--- src/logic/plm_pkg.sv ---
package plm_pkg;

  // clock and filter timing
  localparam int CLK_MHZ = 100;
  localparam int CNT_W = 27; // wide enough for the one-second recovery delay
  localparam int THERM_FILT_US = 10;
  localparam int VCC_FILT_US = 10;
  localparam int EXT_HI_100K_US = 35;
  localparam logic [CNT_W-1:0] THERM_FILT_CYC = CNT_W'(THERM_FILT_US * CLK_MHZ);
  localparam logic [CNT_W-1:0] VCC_FILT_CYC = CNT_W'(VCC_FILT_US * CLK_MHZ);
  localparam logic [CNT_W-1:0] EXT_HI_100K_CYC = CNT_W'(EXT_HI_100K_US * CLK_MHZ);

  // filter slots
  localparam int N_FILT = 8;
  localparam int F_HI = 0;
  localparam int F_LO = 1;
  localparam int F_UV = 2;
  localparam int F_OV = 3;
  localparam int F_THERM = 4;
  localparam int F_FLT = 5;
  localparam int F_OFF = 6;
  localparam int F_REC = 7;

  // cause bits, one per latching or stopping event
  localparam int C_HI = 0;
  localparam int C_LO = 1;
  localparam int C_OVP = 2;
  localparam int C_TMR = 3;
  localparam int C_WS = 4;
  localparam int C_UV = 5;
  localparam int C_THERM = 6;
  localparam int C_OFF = 7;

  // register map
  localparam int ADDR_W = 12;
  localparam logic [ADDR_W-1:0] CTRL_OFS = 12'h000;
  localparam logic [ADDR_W-1:0] STAT_OFS = 12'h004;
  localparam logic CTRL_RUN_RST = 1'h1;
  localparam int STAT_STATE_POS = 0;
  localparam int STAT_CAUSE_POS = 4;
  localparam int STAT_AUTOREC_POS = 12;
  localparam int STAT_100K_POS = 13;

  typedef enum logic [2:0] {
    ST_WAIT = 3'h0,
    ST_RUN = 3'h1,
    ST_LATCH = 3'h3,
    ST_AUTOREC = 3'h2,
    ST_STOP = 3'h6,
    ST_THERM = 3'h7,
    ST_OFFM = 3'h5
  } pm_state_t;

  typedef struct packed {
    logic psel;
    logic penable;
    logic pwrite;
    logic [ADDR_W-1:0] paddr;
    logic [31:0] pwdata;
  } apb_req_t;

  typedef struct packed {
    logic [31:0] prdata;
    logic pready;
    logic pslverr;
  } apb_rsp_t;

endpackage

--- src/logic/event_filter.sv ---
`timescale 1ns/1ns
`default_nettype none
module event_filter #(
  parameter int W = 24
) (
  // clock and reset
  input wire logic clk_sys_i,
  input wire logic sys_rst_i,
  // condition and length
  input wire logic cond_i,
  input wire logic [W-1:0] dur_i,
  // filtered event
  output logic hit_o
);

  typedef struct packed {
    logic [W-1:0] cnt;
  } filt_t;

  filt_t st;
  filt_t next_st;

  // count up while the condition holds, saturate at the length
  always_comb begin
    next_st = st;
    if (!cond_i) begin
      next_st.cnt = '0;
    end else if (st.cnt != dur_i) begin
      next_st.cnt = st.cnt + W'(1);
    end
  end

  always_ff @(posedge clk_sys_i) begin
    if (sys_rst_i) begin
      st <= '0;
    end else begin
      st <= next_st;
    end
  end

  // zero length would fire at once, so it never fires
  assign hit_o = (st.cnt == dur_i) && (dur_i != '0);
endmodule
`default_nettype wire

--- src/logic/apb_regs.sv ---
`timescale 1ns/1ns
`default_nettype none
module apb_regs (
  // clock and reset
  input wire logic clk_sys_i,
  input wire logic sys_rst_i,
  // apb port
  input wire plm_pkg::apb_req_t apb_req_i,
  output plm_pkg::apb_rsp_t apb_rsp_o,
  // block side
  input wire logic [31:0] status_i,
  output logic run_enable_o
);
  import plm_pkg::*;

  typedef struct packed {
    apb_rsp_t rsp;
    logic run_en;
  } regs_t;

  regs_t st;
  regs_t next_st;

  function automatic logic is_reg(input logic [ADDR_W-1:0] a, input logic [ADDR_W-1:0] ofs);
    is_reg = (a == ofs);
  endfunction

  // answer in the first access cycle; read data sampled at setup
  always_comb begin
    next_st = st;
    if (apb_req_i.psel && !apb_req_i.penable) begin
      next_st.rsp.pready = 1'h1;
      next_st.rsp.pslverr = !(is_reg(apb_req_i.paddr, CTRL_OFS) ||
                              is_reg(apb_req_i.paddr, STAT_OFS));
      if (is_reg(apb_req_i.paddr, CTRL_OFS)) begin
        next_st.rsp.prdata = {31'h0, st.run_en};
      end else if (is_reg(apb_req_i.paddr, STAT_OFS)) begin
        next_st.rsp.prdata = status_i;
      end else begin
        next_st.rsp.prdata = 32'h0;
      end
    end else if (apb_req_i.psel && apb_req_i.penable && st.rsp.pready) begin
      next_st.rsp = '0;
      if (apb_req_i.pwrite && is_reg(apb_req_i.paddr, CTRL_OFS)) begin
        next_st.run_en = apb_req_i.pwdata[0];
      end
    end
  end

  always_ff @(posedge clk_sys_i) begin
    if (sys_rst_i) begin
      st.rsp <= '0;
      st.run_en <= CTRL_RUN_RST;
    end else begin
      st <= next_st;
    end
  end

  assign apb_rsp_o = st.rsp;
  assign run_enable_o = st.run_en;

endmodule
`default_nettype wire

--- src/logic/protection_latch_manager.sv ---
`timescale 1ns/1ns
`default_nettype none
// How it works
// - latch off when window pin leaves window
// - blank short high and low excursions
// - latch cleared only by brown-out, thermal trip or reset
// - ignore latch comparators before ready
// - check high latch at turn-on, gate start
// - low latch checked after soft-start only
// - doubled thermistor bias during soft-start
// - thermal trip stops drive, keeps supply
// - thermal clear restarts through normal start
// - filtered thermal stop, release needs three
// - external window event filtered, then latched
// - timer faults release by auto-recovery option
// - off mode after long feedback low
// - winding short stops with no filter, latches unless auto-recovery
// - fault timer restarts when limit clears
// - auto-recovery retries after recovery delay
module protection_latch_manager #(
  parameter int EXT_HI_65K_US = 55,
  parameter int LATCH_LO_US = 350,
  parameter int FAULT_MS = 128,
  parameter int AUTOREC_MS = 1000,
  parameter int OFF_MODE_MS = 150
) (
  // clock and reset
  input wire logic clk_sys_i,
  input wire logic sys_rst_i,
  // static options
  input wire logic opt_autorec_i,
  input wire logic opt_100k_i,
  // supply and line comparators
  input wire logic vcc_above_on_i,
  input wire logic vcc_below_uv_i,
  input wire logic vcc_below_reset_i,
  input wire logic vcc_above_ovp_i,
  input wire logic line_above_start_i,
  input wire logic brown_out_i,
  // latch pin window comparators
  input wire logic latch_high_i,
  input wire logic latch_low_i,
  // thermal, feedback, current sense
  input wire logic thermal_shutdown_i,
  input wire logic thermal_shutdown_clear_i,
  input wire logic fb_below_off_i,
  input wire logic fb_above_on_i,
  input wire logic cs_at_limit_i,
  input wire logic max_on_time_i,
  input wire logic winding_short_i,
  input wire logic soft_start_done_i,
  // register bus
  input wire plm_pkg::apb_req_t apb_req_i,
  output plm_pkg::apb_rsp_t apb_rsp_o,
  // power stage controls
  output logic gate_drive_out_o,
  output logic hv_source_en_o,
  output logic internal_supply_en_o,
  output logic thermistor_bias_boosted_o
);
  import plm_pkg::*;

  localparam logic [CNT_W-1:0] EXT_HI_65K_CYC = CNT_W'(EXT_HI_65K_US * CLK_MHZ);
  localparam logic [CNT_W-1:0] LATCH_LO_CYC = CNT_W'(LATCH_LO_US * CLK_MHZ);
  localparam logic [CNT_W-1:0] FAULT_CYC = CNT_W'(FAULT_MS * 1000 * CLK_MHZ);
  localparam logic [CNT_W-1:0] AUTOREC_CYC = CNT_W'(AUTOREC_MS * 1000 * CLK_MHZ);
  localparam logic [CNT_W-1:0] OFF_MODE_CYC = CNT_W'(OFF_MODE_MS * 1000 * CLK_MHZ);

  typedef struct packed {
    pm_state_t state;
    logic [7:0] cause;
    logic opt_autorec;
    logic opt_100k;
    logic drive;
    logic hv_en;
    logic supply_en;
    logic boost;
  } plm_t;

  plm_t st;
  plm_t next_st;
  logic [N_FILT-1:0] arm;
  logic [N_FILT-1:0] cond;
  logic [N_FILT-1:0] hit;
  logic [CNT_W-1:0] dur [N_FILT];
  logic run_enable;
  logic in_run;
  logic in_wait;

  assign in_run = (st.state == ST_RUN);
  assign in_wait = (st.state == ST_WAIT);

  // window comparators are blind until turn-on and soft-start
  always_comb begin
    arm = '0;
    arm[F_HI] = (in_wait && vcc_above_on_i) || in_run;
    arm[F_LO] = in_run && soft_start_done_i;
    arm[F_UV] = in_run;
    arm[F_OV] = in_run;
    arm[F_THERM] = 1'h1;
    arm[F_FLT] = in_run;
    arm[F_OFF] = in_run;
    arm[F_REC] = (st.state == ST_AUTOREC);
  end

  assign cond[F_HI] = arm[F_HI] && latch_high_i;
  assign cond[F_LO] = arm[F_LO] && latch_low_i;
  assign cond[F_UV] = arm[F_UV] && vcc_below_uv_i;
  assign cond[F_OV] = arm[F_OV] && vcc_above_ovp_i;
  assign cond[F_THERM] = arm[F_THERM] && thermal_shutdown_i;
  assign cond[F_FLT] = arm[F_FLT] && (cs_at_limit_i || max_on_time_i);
  assign cond[F_OFF] = arm[F_OFF] && fb_below_off_i;
  assign cond[F_REC] = arm[F_REC];

  // filter lengths; the high window edge follows the frequency option
  assign dur[F_HI] = st.opt_100k ? EXT_HI_100K_CYC : EXT_HI_65K_CYC;
  assign dur[F_LO] = LATCH_LO_CYC;
  assign dur[F_UV] = VCC_FILT_CYC;
  assign dur[F_OV] = VCC_FILT_CYC;
  assign dur[F_THERM] = THERM_FILT_CYC;
  assign dur[F_FLT] = FAULT_CYC;
  assign dur[F_OFF] = OFF_MODE_CYC;
  assign dur[F_REC] = AUTOREC_CYC;

  genvar gi;
  generate
    for (gi = 0; gi < N_FILT; gi++) begin : g_filt
      event_filter #(.W(CNT_W)) u_filt (
        .clk_sys_i(clk_sys_i),
        .sys_rst_i(sys_rst_i),
        .cond_i(cond[gi]),
        .dur_i(dur[gi]),
        .hit_o(hit[gi])
      );
    end
  endgenerate

  apb_regs u_regs (
    .clk_sys_i(clk_sys_i),
    .sys_rst_i(sys_rst_i),
    .apb_req_i(apb_req_i),
    .apb_rsp_o(apb_rsp_o),
    .status_i({18'h0, st.opt_100k, st.opt_autorec, st.cause, 1'h0, st.state}),
    .run_enable_o(run_enable)
  );

  // state walk; later overrides have the higher priority
  always_comb begin
    next_st = st;
    unique case (st.state)
      ST_WAIT: begin
        if (hit[F_HI]) begin
          next_st.state = ST_LATCH;
          next_st.cause = 8'h1 << C_HI;
        end else if (run_enable && vcc_above_on_i && line_above_start_i &&
                     !latch_high_i) begin
          next_st.state = ST_RUN;
        end
      end
      ST_RUN: begin
        if (hit[F_HI] || hit[F_LO] || hit[F_OV]) begin
          next_st.state = ST_LATCH;
          next_st.cause = 8'h0;
          next_st.cause[C_HI] = hit[F_HI];
          next_st.cause[C_LO] = hit[F_LO];
          next_st.cause[C_OVP] = hit[F_OV];
        end else if (winding_short_i || hit[F_FLT] || hit[F_UV]) begin
          // timer faults may recover on their own
          next_st.state = st.opt_autorec ? ST_AUTOREC : ST_LATCH;
          next_st.cause = 8'h0;
          next_st.cause[C_WS] = winding_short_i;
          next_st.cause[C_TMR] = hit[F_FLT];
          next_st.cause[C_UV] = hit[F_UV];
        end else if (hit[F_OFF]) begin
          next_st.state = ST_OFFM;
          next_st.cause = 8'h1 << C_OFF;
        end
      end
      ST_LATCH: begin
        next_st.state = ST_LATCH;
      end
      ST_AUTOREC: begin
        if (hit[F_REC]) begin
          next_st.state = ST_WAIT;
        end
      end
      ST_STOP: begin
        if (line_above_start_i && vcc_above_on_i) begin
          next_st.state = ST_WAIT;
        end
      end
      ST_THERM: begin
        if (line_above_start_i && vcc_above_on_i && thermal_shutdown_clear_i) begin
          next_st.state = ST_WAIT;
        end
      end
      ST_OFFM: begin
        if (line_above_start_i && vcc_above_on_i && fb_above_on_i) begin
          next_st.state = ST_WAIT;
        end
      end
      default: begin
        next_st.state = ST_WAIT;
      end
    endcase
    // brown-out clears any latch; thermal and off states keep their info
    if (brown_out_i && st.state != ST_THERM && st.state != ST_OFFM) begin
      next_st.state = ST_STOP;
    end
    if (hit[F_THERM]) begin
      next_st.state = ST_THERM;
      next_st.cause = 8'h1 << C_THERM;
    end
    if (vcc_below_reset_i) begin
      next_st.state = ST_WAIT;
    end
    // outputs registered from the next state, so they move with it
    next_st.drive = (next_st.state == ST_RUN);
    next_st.hv_en = (next_st.state != ST_THERM);
    next_st.supply_en = (next_st.state != ST_OFFM);
    next_st.boost = (next_st.state == ST_RUN) && !soft_start_done_i;
  end

  // options are straps: taken while reset is held, frozen after
  always_ff @(posedge clk_sys_i) begin
    if (sys_rst_i) begin
      st <= '0;
      st.state <= ST_WAIT;
      st.hv_en <= 1'h1;
      st.supply_en <= 1'h1;
      st.opt_autorec <= opt_autorec_i;
      st.opt_100k <= opt_100k_i;
    end else begin
      st <= next_st;
    end
  end

  assign gate_drive_out_o = st.drive;
  assign hv_source_en_o = st.hv_en;
  assign internal_supply_en_o = st.supply_en;
  assign thermistor_bias_boosted_o = st.boost;

  // helper run-length counters of the armed window comparator conditions
  logic [CNT_W-1:0] hi_run;
  logic [CNT_W-1:0] lo_run;
  logic preempt;
  always_ff @(posedge clk_sys_i) begin
    if (sys_rst_i) begin
      hi_run <= '0;
      lo_run <= '0;
    end else begin
      hi_run <= cond[F_HI] ? hi_run + CNT_W'(1) : '0;
      lo_run <= cond[F_LO] ? lo_run + CNT_W'(1) : '0;
    end
  end
  assign preempt = vcc_below_reset_i || brown_out_i || hit[F_THERM];
endmodule
`default_nettype wire

--- config.mk ---
export PLATFORM = sky130hd
export DESIGN_NAME = protection_latch_manager
export DESIGN_NICKNAME = d
export VERILOG_FILES = /design/src/logic/plm_pkg.sv /design/src/logic/event_filter.sv /design/src/logic/apb_regs.sv /design/src/logic/protection_latch_manager.sv
export SDC_FILE = /design/constraint.sdc
export NUM_CORES = 1
export LEC_CHECK = 0
export BUFFER_PORTS_ARGS = -buffer_cell sky130_fd_sc_hd__buf_2
export CAP_MARGIN = 0
export CORE_MARGIN = 4
export CORE_UTILIZATION = 64
export CTS_BUF_LIST = sky130_fd_sc_hd__clkbuf_8
export DETAILED_ROUTE_END_ITERATION = 8
export MAX_ROUTING_LAYER = met4
export PLACE_DENSITY_LB_ADDON = 0.2
export SLEW_MARGIN = 20
export SYNTH_ARGS = -nofsm -noshare
export SYNTH_HDL_FRONTEND = slang
export SYNTH_HIERARCHICAL = 1
export SYNTH_SLANG_ARGS = --single-unit
--- constraint.sdc ---
create_clock -name clk_sys_i -period 3.6 [get_ports clk_sys_i]
set_clock_uncertainty 0.05 [all_clocks]
set_input_delay 0.54 -clock clk_sys_i [delete_from_list [all_inputs] [get_ports clk_sys_i]]
set_output_delay 0.54 -clock clk_sys_i [all_outputs]
set_load 0.03 [all_outputs]
==> results.md <==
- The flow ran to the end, and the final reports show no timing, DRC or antenna violations.
- Summed over all nets, the half-perimeter wirelength after detailed placement is roughly 28 mm.
- The number of global-route vias before repair is about 14k.
- The number of setup buffers added after CTS is 0.
- In this run the vertical extent of the chip is approximately 170 µm.
- The analysis attributes to net switching a power of 1.51 mW.
- For this run, the detailed router's first-pass iteration total came to 5.
- Across the VDD grid, the largest voltage drop is between 0.0003 and 0.0004 V.
- The portion of the post-synthesis area used by sequential elements is 0.330.
- The clock net in this run drives a total of 268 sinks.
- After layout, the minimum clock period comes to 3.24 ns.
- In this run, post-CTS hold repair placed 0 buffers.
- For this design the ratio of total power to cell area is approximately 320 nW/µm².
- The required arrival time at the worst endpoint is a little under 4 ns.
- The path type of the worst setup path is reg -> reg.
- The core region is between 20,000 and 30,000 µm².
- Leaving out fill and tap cells, the most frequent cells in the layout are conb_1, dfxtp_1, xor2_1, nand2_1, nor2_1.
- The switching part of the total is 0.244.
- The routed wirelength normalized by instance count is around 15 µm.
- The wire length of the first global-routing pass is ~67 mm.
- During I/O placement, the number of pins put on the boundary was around 110.
- The design internal power is roughly 4.7 mW.
- In this run the worst hold path is classified as in -> reg.
- In the synthesized netlist, the number of instances is 1,823.
- The number of synthesized flops with an enable pin is 2.
- Summed over all layers, the routed wires come to approximately 40 mm.
- The DRC violation count after routing is 0.
- In the final layout, the multi-input gates occupy around 12,000 µm².
- Counting the buffers created by CTS gives 47.
- In the final layout, the share of cells above drive strength 1 is 0.147.
- Measured along the x axis, the die boundary spans approximately 170 µm.
- Measured on the finished design, the core utilization comes to 0.778.
- After synthesis, the cell types taking the most area are dfxtp_1, xor2_1, nand2_1.
- Setup violations remaining at the end of the flow were counted as 0.
- For this configuration, the core starts out at a cell density of 0.650.
- The maximum buffer depth of the clock tree is 3.
- The global-route usage over all layers is 0.286.
- The critical path arrival is 3.62 ns.
- At the pin with the least slew margin, the transition time is 1.01 ns.
- Registers take about 5400 µm².
- After synthesis the netlist holds a flip-flop and latch count of between 200 and 300.
- The die covers between 20,000 and 30,000 µm².
- The port buffer count is 73.
- The maximum number of pins on one net before global-route repair is 34.
- The leakage power total is ~8.4 nW.
- Derived from the worst setup path, the maximum achievable clock frequency is ~0.3 GHz.
- Of the available clock period, the critical path in the final layout requires 0.901.
- The share of synthesized area in the top cell type comes to 0.326.
- The TritonCTS clock tree is built.
- The sort of element at the start of the critical path is a register.
- Leaving out fill and tap cells, the most frequent cell in the layout is conb_1.
- The most used flip-flop cell after synthesis is dfxtp_1.
- The total standard cell area after synthesis is ~16,000 µm².
- Setup repair after global routing left no endpoint under its margin.
- The fraction of registers with async set or reset after synthesis is 0.
- Clock latency on the worst-skew pair, taken at its later pin, is approximately 0.57 ns.
- The number of distinct standard cells referenced by the synthesized netlist is 77.
- A synthesized cell averages between 8 and 9 µm².
- The initial antenna violation count was 2.
- Across the run, the number of max-cap violations was 0.
- Summing all placed instances gives a cell area of roughly 19,000 µm².
- The combinational power share is 0.055.
- The cell type with the largest total area after synthesis is dfxtp_1.
- The share of total power dissipated in the clock network is 0.462.
- The sum of negative setup slack is 0 ns.
- The H-tree was split into 2 levels.
- The detail route stage leaves a number of antenna-violating nets equal to 0.
- Hold is met by around 0.10 ns.
- The total congestion overflow after global routing is 0.
- The cell at the root of the clock tree is clkbuf_8.
- The area added between synthesis and finish is 19.8%.
- After the last flow step, the layout net total stands at between 2k and 2.5k.
- The area of all placed cells without fillers is 19,500 µm².
- The maximum fanout count along the critical path is 8.
- The number of design-rule violations left by the first detailed-router iteration is approximately 950.
- The via count normalized by instance count is roughly 5.5.
- The hold violation total from the final report is 0.
- Summing over every cut layer, the via total after detailed routing is around 15k.
- STA classifies the critical path endpoint as a register.
- At the end of routability-driven placement, the weighted congestion stood at 0.936.
- The Yosys step of the flow raised 6 warnings.
- Row generation in the floorplan step produced between 50 and 60 rows.
- The total of fill cells in the finished design is between 1.5k and 2k.
- The relative max-transition margin is 0.324.
- The number of max-slew violations in the final report is 0.
- After clock tree synthesis, the clock-pin slew on the worst setup and hold paths is about 0.06 ns.
- The relative contribution of sequential cells to total power is 0.483.
[cells in the mapped netlist, types with 9 or more instances]
| cell type | count |
|---|---|
| o311ai_1 | 10 |
| nor2b_1 | 11 |
| clkbuf_1 | 24 |
| inv_1 | 33 |
| o21a_1 | 10 |
| or2_2 | 9 |
| and4_2 | 16 |
| nor2_1 | 104 |
| xnor2_1 | 24 |
| o31ai_1 | 16 |
| nand4_2 | 24 |
| nor4_1 | 73 |
| nor3_1 | 20 |
| a211oi_1 | 9 |
| or3_1 | 64 |
| nand2_1 | 131 |
| nor2_4 | 9 |
| and3_1 | 27 |
| mux2i_1 | 27 |
| dfxtp_1 | 266 |
| buf_2 | 19 |
| nor4_2 | 24 |
| nand2b_1 | 25 |
| buf_4 | 9 |
| o21ai_0 | 41 |
| a22o_1 | 34 |
| nor3_2 | 9 |
| xor2_1 | 256 |
| nand4_1 | 53 |
| or4_1 | 41 |
| o21ai_1 | 40 |
| o211ai_1 | 41 |
| o2111ai_1 | 16 |
| buf_6 | 11 |
| nand3_1 | 52 |
| a21oi_1 | 92 |
| and4_1 | 9 |
[final timing paths]
check                 startpoint                   end  slack (ns)  cells after the start
max                   next_st[4]  internal_supply_en_o        0.36                     10
min                   opt_100k_i            next_st[4]        0.10                      1
max reg2reg           next_st[4]  internal_supply_en_o        0.36                     10
min reg2reg  u_regs/apb_rsp_o[2]   u_regs/apb_rsp_o[2]        0.41                      1
[cell families (layout without fill, tap and decap cells)]
logic type	Yosys count	after routing	synth area share
buf+inv	99	223	0.0334
xor+xnor	280	280	0.150
flops	268	268	0.330
compound gates	346	346	0.143
other cells	2	442	0.000460
simple gates	792	792	0.319
fa+ha+maj	8	8	0.00614
mux	28	28	0.0173
[metrics by stage]
stage / setup WS [ns] / power [mW] / std cells
3_3_place_gp: 0.354 / 3.36 / 2630
6_report: 0.358 / 6.18 / 2717
2_1_floorplan: 0.621 / 3.29 / 2262
3_5_place_dp: 0.303 / 3.37 / 2630
4_1_cts: 0.250 / 6.22 / 2716
5_1_grt: 0.109 / 6.44 / 2717
[power groups by stage]
stage	Clock (mW)	Sequential [mW]	Combinational, mW
4_1_cts	2.91	2.98	0.324
3_3_place_gp	0	3.05	0.316
2_1_floorplan	0	3.05	0.242
3_5_place_dp	0	3.05	0.322
6_report	2.85	2.98	0.341
5_1_grt	3.06	2.98	0.389
[critical path, stage by stage (launching register included)]
cell and delay, ns:
edfxtp_1 0.48, inv_1 0.19, xor2_1 0.17, nor4_1 0.40, nand3_2 0.26, nor2_4 0.17, o21a_2 0.27, or4_4 0.19
nand3_1 0.13, a311oi_2 0.39, or3b_1 0.38
[layout make-up]
| type | count | share of cell area |
|---|---|---|
| multi-input combinational | 1895 | 0.616 |
| sequential | 268 | 0.276 |
| clock buffer | 64 | 0.0451 |
| timing repair buffer | 104 | 0.0306 |
| tap | 330 | 0.0211 |
| inverter | 33 | 0.00634 |
| clock inverter | 22 | 0.00487 |
| antenna | 1 | 0.000128 |
[registers in the layout (all words and copies together), names as in the netlist]
signal / cells
g_filt.u_filt/st: 216
gate_drive_out_o: 1
hv_source_en_o: 1
internal_supply_en_o: 1
next_st: 2
st: 11
thermistor_bias_boosted_o: 1
u_regs/apb_rsp_o: 34
u_regs/run_enable_o: 1
[routing by layer]
metal,global-route usage,vias up,share of wire
met4,0.111,0,0.035
met2,0.488,381,0.49
met3,0.0434,107,0.050
met5,-,-,0
li1,-,7424,-
met1,0.340,7071,0.43
[repair_timing]
| item | 4_1_cts | 5_1_grt |
|---|---|---|
| gates resized for setup | 0 | 1 |
| setup endpoints to repair | 0 | 1 |
| hold endpoints to repair | 0 | 0 |
Note: power is estimated with default switching activity, not from simulation.
